### src/logic/dor_regs.svh
// Object addresses, field positions, reset values and timing counts of the output stage
`ifndef DOR_REGS_SVH
`define DOR_REGS_SVH

// Object indices and subindices
`define DOR_IDX_OUT_VALUE 16'h60fe
`define DOR_IDX_OUT_CTRL 16'h3250
`define DOR_IDX_OUT_ROUTE 16'h3252
`define DOR_SUB_OUT_VALUE 8'h01
`define DOR_SUB_CTRL_UNUSED 8'h01
`define DOR_SUB_CTRL_POL 8'h02
`define DOR_SUB_CTRL_MSEL 8'h03
`define DOR_SUB_CTRL_MVAL 8'h04
`define DOR_SUB_CTRL_COMPAT 8'h05
`define DOR_SUB_CTRL_ROUTE_EN 8'h08
`define DOR_SUB_ROUTE_FIRST 8'h01
`define DOR_SUB_ROUTE_LAST 8'h05

// Field positions
`define DOR_BIT_BRAKE 0
`define DOR_BIT_OUT1 16
`define DOR_BIT_ROUTE_EN 0

// Reset values
`define DOR_RST_WORD 32'h0000_0000
`define DOR_RST_ROUTE 16'h0100

// Source codes
`define DOR_SRC_ONE 8'h00
`define DOR_SRC_ZERO 8'h01
`define DOR_SRC_ENC_FIRST 8'h02
`define DOR_SRC_ENC_LAST 8'h08
`define DOR_SRC_POS_FIRST 8'h09
`define DOR_SRC_POS_LAST 8'h0f
`define DOR_SRC_PWM 8'h10
`define DOR_SRC_PWM_INV 8'h11

// Timing: half periods of the highest allowed output frequency
`define DOR_CLK_PERIOD_NS 50
`define DOR_HALF_FAST_NS 50000
`define DOR_HALF_PWM_NS 250000
`define DOR_HALF_SLOW_NS 1000000
`define DOR_HOLD_FAST ((`DOR_HALF_FAST_NS + `DOR_CLK_PERIOD_NS - 1) / `DOR_CLK_PERIOD_NS)
`define DOR_HOLD_PWM ((`DOR_HALF_PWM_NS + `DOR_CLK_PERIOD_NS - 1) / `DOR_CLK_PERIOD_NS)
`define DOR_HOLD_SLOW ((`DOR_HALF_SLOW_NS + `DOR_CLK_PERIOD_NS - 1) / `DOR_CLK_PERIOD_NS)

`endif

### src/logic/dor_pkg.sv
// Types shared by the digital output routing stage
package dor_pkg;

  typedef struct packed {
    logic [7:0] src;
    logic inv;
    logic [6:0] bit_sel;
  } dor_route_t;

  typedef struct packed {
    logic wr;
    logic rd;
    logic [15:0] index;
    logic [7:0] sub;
    logic [31:0] wdata;
  } dor_obj_req_t;

  typedef struct packed {
    logic valid;
    logic err;
    logic [31:0] rdata;
  } dor_obj_rsp_t;

endpackage : dor_pkg

### src/logic/dor_output_routing.sv
// Digital output stage: output word, polarity, manual override and output routing
//
// What this block does
// - Outputs 1 and up follow output word bits 16 and up.
// - Bits 0..15 are special; only bit 0 is used, for the brake output.
// - Polarity bit set drives the output low for a one in the word.
// - Manual select bit takes the level from the manual value, brake included.
// - Manual value bits act only while their manual select bit is set.
// - Control subentries one and five only store; no output effect.
// - Routing enable written one enters routing mode, zero leaves it.
// - In routing mode polarity, manual select and value have no effect.
// - Routing entries 1..5 serve PWM output and outputs 1 to 4.
// - Entry is 16 bits: high byte source, low byte gating bit.
// - Routed source is on when the selected word bit is one.
// - Entry bit 7 inverts the gating bit sense.
// - Source 00 holds one, source 01 holds zero.
// - Sources 02..08 give encoder pulses divided by 1 to 64.
// - Sources 09..0F give position pulses divided by 1 to 64.
// - Source 10 gives brake PWM, source 11 its inverse.
// - Rate limit in routing mode: 10 kHz outputs 1-2, 2 kHz PWM, 500 Hz others.
// - Automatic brake control drives word bit 0.
`include "dor_regs.svh"

module dor_output_routing #(
  parameter int NUM_OUT = 4,
  parameter int HOLD_FAST = `DOR_HOLD_FAST,
  parameter int HOLD_PWM = `DOR_HOLD_PWM,
  parameter int HOLD_SLOW = `DOR_HOLD_SLOW
) (
  input wire logic clk_sys, // 20 MHz system clock
  input wire logic reset_n, // Asynchronous reset, active low
  input wire dor_pkg::dor_obj_req_t obj_req, // Object access request
  output dor_pkg::dor_obj_rsp_t obj_rsp, // Object read answer
  input wire logic enc_pulse, // Encoder pulse signal
  input wire logic pos_pulse, // Actual position pulse signal
  input wire logic brake_pwm, // Brake PWM from brake timing
  input wire logic brake_ctl, // Automatic brake control bit
  output logic brake_o, // Brake pin drive value
  output logic brake_oe, // Brake pin pull-down enable
  output logic [NUM_OUT:0] out_o, // Pins: 0 PWM, 1..4 outputs
  output logic [NUM_OUT:0] out_oe, // Pin pull-down enables
  output logic routing_active // Routing mode status
);
  import dor_pkg::*;

  // ----------------------------------------------------------------
  // Parameter checks
  // ----------------------------------------------------------------
  if (NUM_OUT < 1 || NUM_OUT > 4) begin : g_chk_num
    $error("NUM_OUT must be 1 to 4");
  end
  if (HOLD_FAST < 1 || HOLD_PWM < 1 || HOLD_SLOW < 1 ||
      HOLD_FAST > 65535 || HOLD_PWM > 65535 || HOLD_SLOW > 65535) begin : g_chk_hold
    $error("Hold counts must be 1 to 65535");
  end

  // ----------------------------------------------------------------
  // Registers
  // ----------------------------------------------------------------
  logic [31:0] word_q;
  logic [31:0] unused_q;
  logic [31:0] pol_q;
  logic [31:0] msel_q;
  logic [31:0] mval_q;
  logic [31:0] compat_q;
  logic route_en_q;
  dor_route_t route_q [NUM_OUT:0];

  function automatic logic hit(input dor_obj_req_t r, input logic [15:0] idx,
                               input logic [7:0] sub);
    hit = (r.index == idx) && (r.sub == sub);
  endfunction : hit

  logic wr_ctrl;
  assign wr_ctrl = obj_req.wr && (obj_req.index == `DOR_IDX_OUT_CTRL);

  always_ff @(posedge clk_sys or negedge reset_n) begin
    if (!reset_n) begin
      word_q <= `DOR_RST_WORD;
    end else begin
      if (hit(obj_req, `DOR_IDX_OUT_VALUE, `DOR_SUB_OUT_VALUE) && obj_req.wr) begin
        word_q <= obj_req.wdata;
      end
      word_q[`DOR_BIT_BRAKE] <= brake_ctl;
    end
  end

  always_ff @(posedge clk_sys or negedge reset_n) begin
    if (!reset_n) begin
      unused_q <= `DOR_RST_WORD;
      pol_q <= `DOR_RST_WORD;
      msel_q <= `DOR_RST_WORD;
      mval_q <= `DOR_RST_WORD;
      compat_q <= `DOR_RST_WORD;
      route_en_q <= 1'b0;
    end else if (wr_ctrl) begin
      case (obj_req.sub)
        `DOR_SUB_CTRL_UNUSED: unused_q <= obj_req.wdata;
        `DOR_SUB_CTRL_POL: pol_q <= obj_req.wdata;
        `DOR_SUB_CTRL_MSEL: msel_q <= obj_req.wdata;
        `DOR_SUB_CTRL_MVAL: mval_q <= obj_req.wdata;
        `DOR_SUB_CTRL_COMPAT: compat_q <= obj_req.wdata;
        `DOR_SUB_CTRL_ROUTE_EN: route_en_q <= obj_req.wdata[`DOR_BIT_ROUTE_EN];
        default: ;
      endcase
    end
  end

  // ----------------------------------------------------------------
  // Routing entries and read answer
  // ----------------------------------------------------------------
  genvar gi;
  for (gi = 0; gi <= NUM_OUT; gi++) begin : g_route
    localparam logic [7:0] SUB = `DOR_SUB_ROUTE_FIRST + 8'(gi);
    always_ff @(posedge clk_sys or negedge reset_n) begin
      if (!reset_n) begin
        route_q[gi] <= `DOR_RST_ROUTE;
      end else if (obj_req.wr && hit(obj_req, `DOR_IDX_OUT_ROUTE, SUB)) begin
        route_q[gi] <= obj_req.wdata[15:0];
      end
    end
  end

  logic [31:0] rd_data;
  logic rd_ok;
  always_comb begin
    rd_data = 32'h0000_0000;
    rd_ok = 1'b1;
    if (hit(obj_req, `DOR_IDX_OUT_VALUE, `DOR_SUB_OUT_VALUE)) begin
      rd_data = word_q;
    end else if (obj_req.index == `DOR_IDX_OUT_CTRL) begin
      case (obj_req.sub)
        `DOR_SUB_CTRL_UNUSED: rd_data = unused_q;
        `DOR_SUB_CTRL_POL: rd_data = pol_q;
        `DOR_SUB_CTRL_MSEL: rd_data = msel_q;
        `DOR_SUB_CTRL_MVAL: rd_data = mval_q;
        `DOR_SUB_CTRL_COMPAT: rd_data = compat_q;
        `DOR_SUB_CTRL_ROUTE_EN: rd_data = {31'h0000_0000, route_en_q};
        default: rd_ok = 1'b0;
      endcase
    end else if (obj_req.index == `DOR_IDX_OUT_ROUTE && obj_req.sub >= `DOR_SUB_ROUTE_FIRST &&
                 obj_req.sub <= `DOR_SUB_ROUTE_FIRST + 8'(NUM_OUT)) begin
      rd_data = {16'h0000, route_q[3'(obj_req.sub - `DOR_SUB_ROUTE_FIRST)]};
    end else begin
      rd_ok = 1'b0;
    end
  end

  always_ff @(posedge clk_sys or negedge reset_n) begin
    if (!reset_n) begin
      obj_rsp <= '0;
    end else begin
      obj_rsp.valid <= obj_req.rd;
      obj_rsp.err <= obj_req.rd && !rd_ok;
      obj_rsp.rdata <= (obj_req.rd && rd_ok) ? rd_data : 32'h0000_0000;
    end
  end

  // ----------------------------------------------------------------
  // Pulse dividers
  // ----------------------------------------------------------------
  logic enc_d1_q;
  logic pos_d1_q;
  logic [5:0] enc_cnt_q;
  logic [5:0] pos_cnt_q;
  always_ff @(posedge clk_sys or negedge reset_n) begin
    if (!reset_n) begin
      enc_d1_q <= 1'b0;
      pos_d1_q <= 1'b0;
      enc_cnt_q <= 6'h00;
      pos_cnt_q <= 6'h00;
    end else begin
      enc_d1_q <= enc_pulse;
      pos_d1_q <= pos_pulse;
      if (enc_pulse && !enc_d1_q) enc_cnt_q <= enc_cnt_q + 6'h01;
      if (pos_pulse && !pos_d1_q) pos_cnt_q <= pos_cnt_q + 6'h01;
    end
  end

  logic [6:0] enc_div;
  logic [6:0] pos_div;
  assign enc_div = {enc_cnt_q, enc_pulse};
  assign pos_div = {pos_cnt_q, pos_pulse};

  function automatic logic src_level(input logic [7:0] src, input logic [6:0] ed,
                                     input logic [6:0] pd, input logic pwm);
    src_level = 1'b0;
    if (src == `DOR_SRC_ONE) src_level = 1'b1;
    else if (src == `DOR_SRC_ZERO) src_level = 1'b0;
    else if (src >= `DOR_SRC_ENC_FIRST && src <= `DOR_SRC_ENC_LAST)
      src_level = ed[3'(src - `DOR_SRC_ENC_FIRST)];
    else if (src >= `DOR_SRC_POS_FIRST && src <= `DOR_SRC_POS_LAST)
      src_level = pd[3'(src - `DOR_SRC_POS_FIRST)];
    else if (src == `DOR_SRC_PWM) src_level = pwm;
    else if (src == `DOR_SRC_PWM_INV) src_level = !pwm;
  endfunction : src_level

  // ----------------------------------------------------------------
  // Per-output level path
  // ----------------------------------------------------------------
  logic [NUM_OUT:0] gate;
  logic [NUM_OUT:0] raw;
  logic [NUM_OUT:0] lim_q;
  logic [NUM_OUT:0] level_q;
  logic [NUM_OUT:0] direct;
  logic brake_level_q;

  for (gi = 0; gi <= NUM_OUT; gi++) begin : g_out
    localparam int HOLD = (gi == 0) ? HOLD_PWM : (gi <= 2) ? HOLD_FAST : HOLD_SLOW;
    localparam int WB = `DOR_BIT_OUT1 + gi - 1;
    logic [15:0] hold_q;
    logic sel_bit;
    assign sel_bit = (route_q[gi].bit_sel < 7'd32) ? word_q[5'(route_q[gi].bit_sel)] : 1'b0;
    assign gate[gi] = sel_bit ^ route_q[gi].inv;
    assign raw[gi] = gate[gi] && src_level(route_q[gi].src, enc_div, pos_div, brake_pwm);
    if (gi == 0) begin : g_pwm
      assign direct[gi] = 1'b0;
    end else begin : g_plain
      assign direct[gi] = msel_q[WB] ? mval_q[WB] : (word_q[WB] ^ !pol_q[WB]) ^ 1'b1;
    end
    always_ff @(posedge clk_sys or negedge reset_n) begin
      if (!reset_n) begin
        hold_q <= 16'h0000;
        lim_q[gi] <= 1'b0;
      end else if (hold_q != 16'h0000) begin
        hold_q <= hold_q - 16'h0001;
      end else if (raw[gi] != lim_q[gi]) begin
        lim_q[gi] <= raw[gi];
        hold_q <= 16'(HOLD - 1);
      end
    end
    always_ff @(posedge clk_sys or negedge reset_n) begin
      if (!reset_n) begin
        level_q[gi] <= 1'b0;
      end else begin
        level_q[gi] <= route_en_q ? lim_q[gi] : direct[gi];
      end
    end
  end

  always_ff @(posedge clk_sys or negedge reset_n) begin
    if (!reset_n) begin
      brake_level_q <= 1'b0;
    end else if (!route_en_q && msel_q[`DOR_BIT_BRAKE]) begin
      brake_level_q <= mval_q[`DOR_BIT_BRAKE];
    end else if (!route_en_q) begin
      brake_level_q <= word_q[`DOR_BIT_BRAKE] ^ pol_q[`DOR_BIT_BRAKE];
    end else begin
      brake_level_q <= word_q[`DOR_BIT_BRAKE];
    end
  end

  // Open drain: low level pulls the pin, high level releases it
  assign out_o = '0;
  assign out_oe = ~level_q;
  assign brake_o = 1'b0;
  assign brake_oe = !brake_level_q;
  assign routing_active = route_en_q;

  localparam int LAST_WB = `DOR_BIT_OUT1 + NUM_OUT - 1;
endmodule : dor_output_routing

### config.mk
export PLATFORM = sky130hd
export DESIGN_NAME = dor_output_routing
export DESIGN_NICKNAME = d
export VERILOG_FILES = /design/src/logic/dor_pkg.sv /design/src/logic/dor_output_routing.sv
export VERILOG_INCLUDE_DIRS = /design/src /design/src/logic
export SDC_FILE = /design/constraint.sdc
export NUM_CORES = 1
export LEC_CHECK = 0
export BUFFER_PORTS_ARGS = -buffer_cell sky130_fd_sc_hd__buf_2
export CORE_UTILIZATION = 40
export DETAILED_ROUTE_END_ITERATION = 16
export SETUP_SLACK_MARGIN = 0.3
export SLEW_MARGIN = 20
export SYNTH_ARGS = -nofsm -noshare
export SYNTH_HDL_FRONTEND = slang
export SYNTH_SLANG_ARGS = --single-unit
### constraint.sdc
create_clock -name clk_sys -period 3.2 [get_ports clk_sys]
set_clock_uncertainty 0.2 [all_clocks]
set_input_delay 0.16 -clock clk_sys [delete_from_list [all_inputs] [get_ports clk_sys]]
set_output_delay 0.16 -clock clk_sys [all_outputs]
set_load 0.005 [all_outputs]
==> reports/qor.csv <==
metric,value,unit
setup_tns,0,ns
grt_use_total,22.1,%
critPathKind,register to register,
die_y,236,µm
period_share,93.0,%
dp_cells,2708,
grt_pass1_wl,96700,µm
synth.avg_cell_area,11.4,µm²
antenna_found_initial,2,
dieArea,0.0555,mm²
ys.flop_type,dfrtp_1,
tightest_slew,0.829,ns
cp_data_arrival_time,3.25,ns
nFillCells,4873,
seq_area,0.0103,mm²
synth_edf_count,0,
cp.required,3.47,ns
ys_seq_area_share,47.3,%
clock-sinks,412,
drv_cap,0,
synth.top_cells.by_area,"dfrtp_1, mux2_2, mux4_2",
r2r-start,route_q[56],
setup.worst_path.end_class,register,
clk_pin_slew,0.06,ns
ys.warnings.count,0,
totalPowerFinal,12200,µW
hpwl,42500,µm
start_util,40.5,%
num_vias,16328,
ir_worst_vdd,0.466,mV
std_cell_rows,85,
drcViolationCount,0,
status,"complete, no violations",
synthDistinctLibCells,83,
wl_per_cell,21.2,µm
min_path_type,primary input to register,
cts_buffers,47,
layout-drive-gt1-share,35.8,%
syn_area,0.0218,mm²
finalNetCount,2244,
syn_inst,1918,
area_growth,21.5,%
reg2reg_depth,9,
initialDrtViolationCount,1063,
portBuffers,104,
slew_viol_final,0,
cp-start-kind,register,
ys_top_cells_by_count,"dfrtp_1, mux2_2, nor2_1",
grt_max_degree,78,
synth_top_area_share,46.7,%
holdPathStages,2,
worstPathMaxFanout,5,
grt_setup_unrepaired,yes,
clk_path_buf_depth,3,
finalSetupViolCount,0,
regToRegSetupSlack,0.22,ns
drtPass1Iterations,5,
grt_pass1_vias,16825,
hold_viol_final,0,
r2r-end,g_out[3].hold_q[1],
multi_input_area,0.0112,mm²
io_pins,111,
final_cells,2874,
grt.overflow.total,0,
drt-total-wl,61000,µm
relSlewSlack,44.7,%
cts_tree,built,
final_antenna_net_count,0,
gp_congestion,0.893,
hold_end,word_q[0],
fmax,0.336,GHz
core_area,0.0538,mm²
synth_most_common_cell,dfrtp_1,
worstSkewPairLatency,0.61,ns
synthArstFlopShare,100,%
final_util,49.2,%
hold_ws,0.0271,ns
htree_num_levels,2,
yosysTopAreaCell,dfrtp_1,
power_density,460,mW/mm²
die_w,236,µm
hp-start,brake_ctl,
synth-seq-cells,412,
root_buffer,clkbuf_16,
power_leakage,0.0118,µW
finalCriticalPeriod,2.98,ns
via_per_inst,5.68,
per-stage QoR:
| stage | worst slack (ns) | cell area [µm²] |
|---|---|---|
| CTS | 0.173 | 26100 |
| floorplan | 0.124 | 21900 |
| detailed placement | -0.0199 | 23700 |
| finish | 0.223 | 26500 |
| global placement | -0.00658 | 23700 |
| global route | 0.135 | 26500 |
sequential cells by signal, indices dropped and copies added, names as in the netlist, 5 cells and up:
register and cells:
enc_cnt_q 6, pol_q 32, route_q 80, level_q 5, msel_q 32, g_out.hold_q 80, unused_q 32, obj_rsp 34
word_q 32, lim_q 5, mval_q 32, compat_q 32, pos_cnt_q 6
how the worst max path moves through the flow:
stage                           start                  to  slack (ns)  cells after the start
final                     route_q[56]  g_out[3].hold_q[1]        0.22                      9
after global routing      route_q[56]  g_out[3].hold_q[1]        0.13                      9
after CTS                 route_q[56]  g_out[3].hold_q[9]        0.17                      9
after detailed placement  route_q[56]  g_out[3].hold_q[1]       -0.02                      9
after global placement    route_q[56]  g_out[3].hold_q[1]      -0.007                      9
after floorplan           route_q[56]  g_out[3].hold_q[1]        0.12                     10
kinds of logic (layout without fill, tap and decap cells):
family	after synthesis	after routing	synth area share [%]
mux	396	396	22.5
flops	412	412	47.3
buf+inv	176	429	3.39
simple gates	488	489	11.4
other cells	1	7	0.0172
fa+ha+maj	42	42	2.41
compound gates	322	322	9.76
xor+xnor	81	81	3.25
routing by layer:
metal  GRT usage, %  vias up  part of all wire [%]
met5              0        -                     0
met4           6.46        0                   2.5
met3           4.55      100                   5.7
met2           37.0      428                    49
met1           28.7     8383                    43
li1               -     7417                     -
worst max-delay path, stage by stage (launching register included):
cell	delay, ns
dfstp_2	0.55
inv_4	0.05
ha_4	0.29
mux2i_1	0.08
mux4_2	0.46
or4_4	0.46
a32oi_4	0.28
xor2_2	0.28
nor2_4	0.10
mux2i_1	0.12
layout make-up:
type                            count  area share [%]
Clock inverter                     17            1.13
Tap cell                          696            3.29
Antenna cell                        1         0.00944
Timing Repair Buffer              295            8.39
Inverter                           46           0.713
Clock buffer                       71            5.19
Sequential cell                   412            39.0
Multi-Input combinational cell   1336            42.3
power by group:
part           switching (µW)  leakage (µW)  total (µW)  internal (µW)
clock                    2270      0.000822        5750           3480
combinational             614       0.00555        1050            441
sequential               98.6       0.00548        5390           5290
total                    2980        0.0118       12200           9210
cell usage in the layout, fill, tap and decap left out, drive strengths merged, types with 6 or more instances in the layout:
| cell | count |
|---|---|
| nand3 | 23 |
| xnor2 | 42 |
| mux2 | 278 |
| clkinv | 10 |
| a222oi | 7 |
| o21ai | 83 |
| dlygate4sd3 | 43 |
| a211oi | 15 |
| clkbuf | 72 |
| mux4 | 47 |
| and3 | 10 |
| a31oi | 12 |
| or2 | 6 |
| bufinv | 6 |
| or4 | 11 |
| nor3 | 57 |
| conb | 6 |
| nor3b | 8 |
| nor2b | 15 |
| a2111oi | 7 |
| a31o | 11 |
| a22oi | 43 |
| nand4 | 14 |
| mux2i | 71 |
| dfrtp | 407 |
| nand2 | 102 |
| nor4 | 16 |
| xor2 | 39 |
| ha | 42 |
| or3 | 16 |
| a221o | 11 |
| o22ai | 10 |
| inv | 44 |
| buf | 251 |
| nand2b | 10 |
| a21oi | 78 |
| nor2 | 158 |
| o31ai | 6 |
| nand3b | 14 |
repair_timing:
action | CTS | global route
hold endpoints to repair | 698 | 0
hold buffers | 43 | 0
setup endpoints to repair | 39 | 46
buffers inserted | 13 | 20
gates resized for setup | 31 | 67
pin swaps | 13 | 29
cloned | 1 | 0
Note: power is estimated with default switching activity, not from simulation.
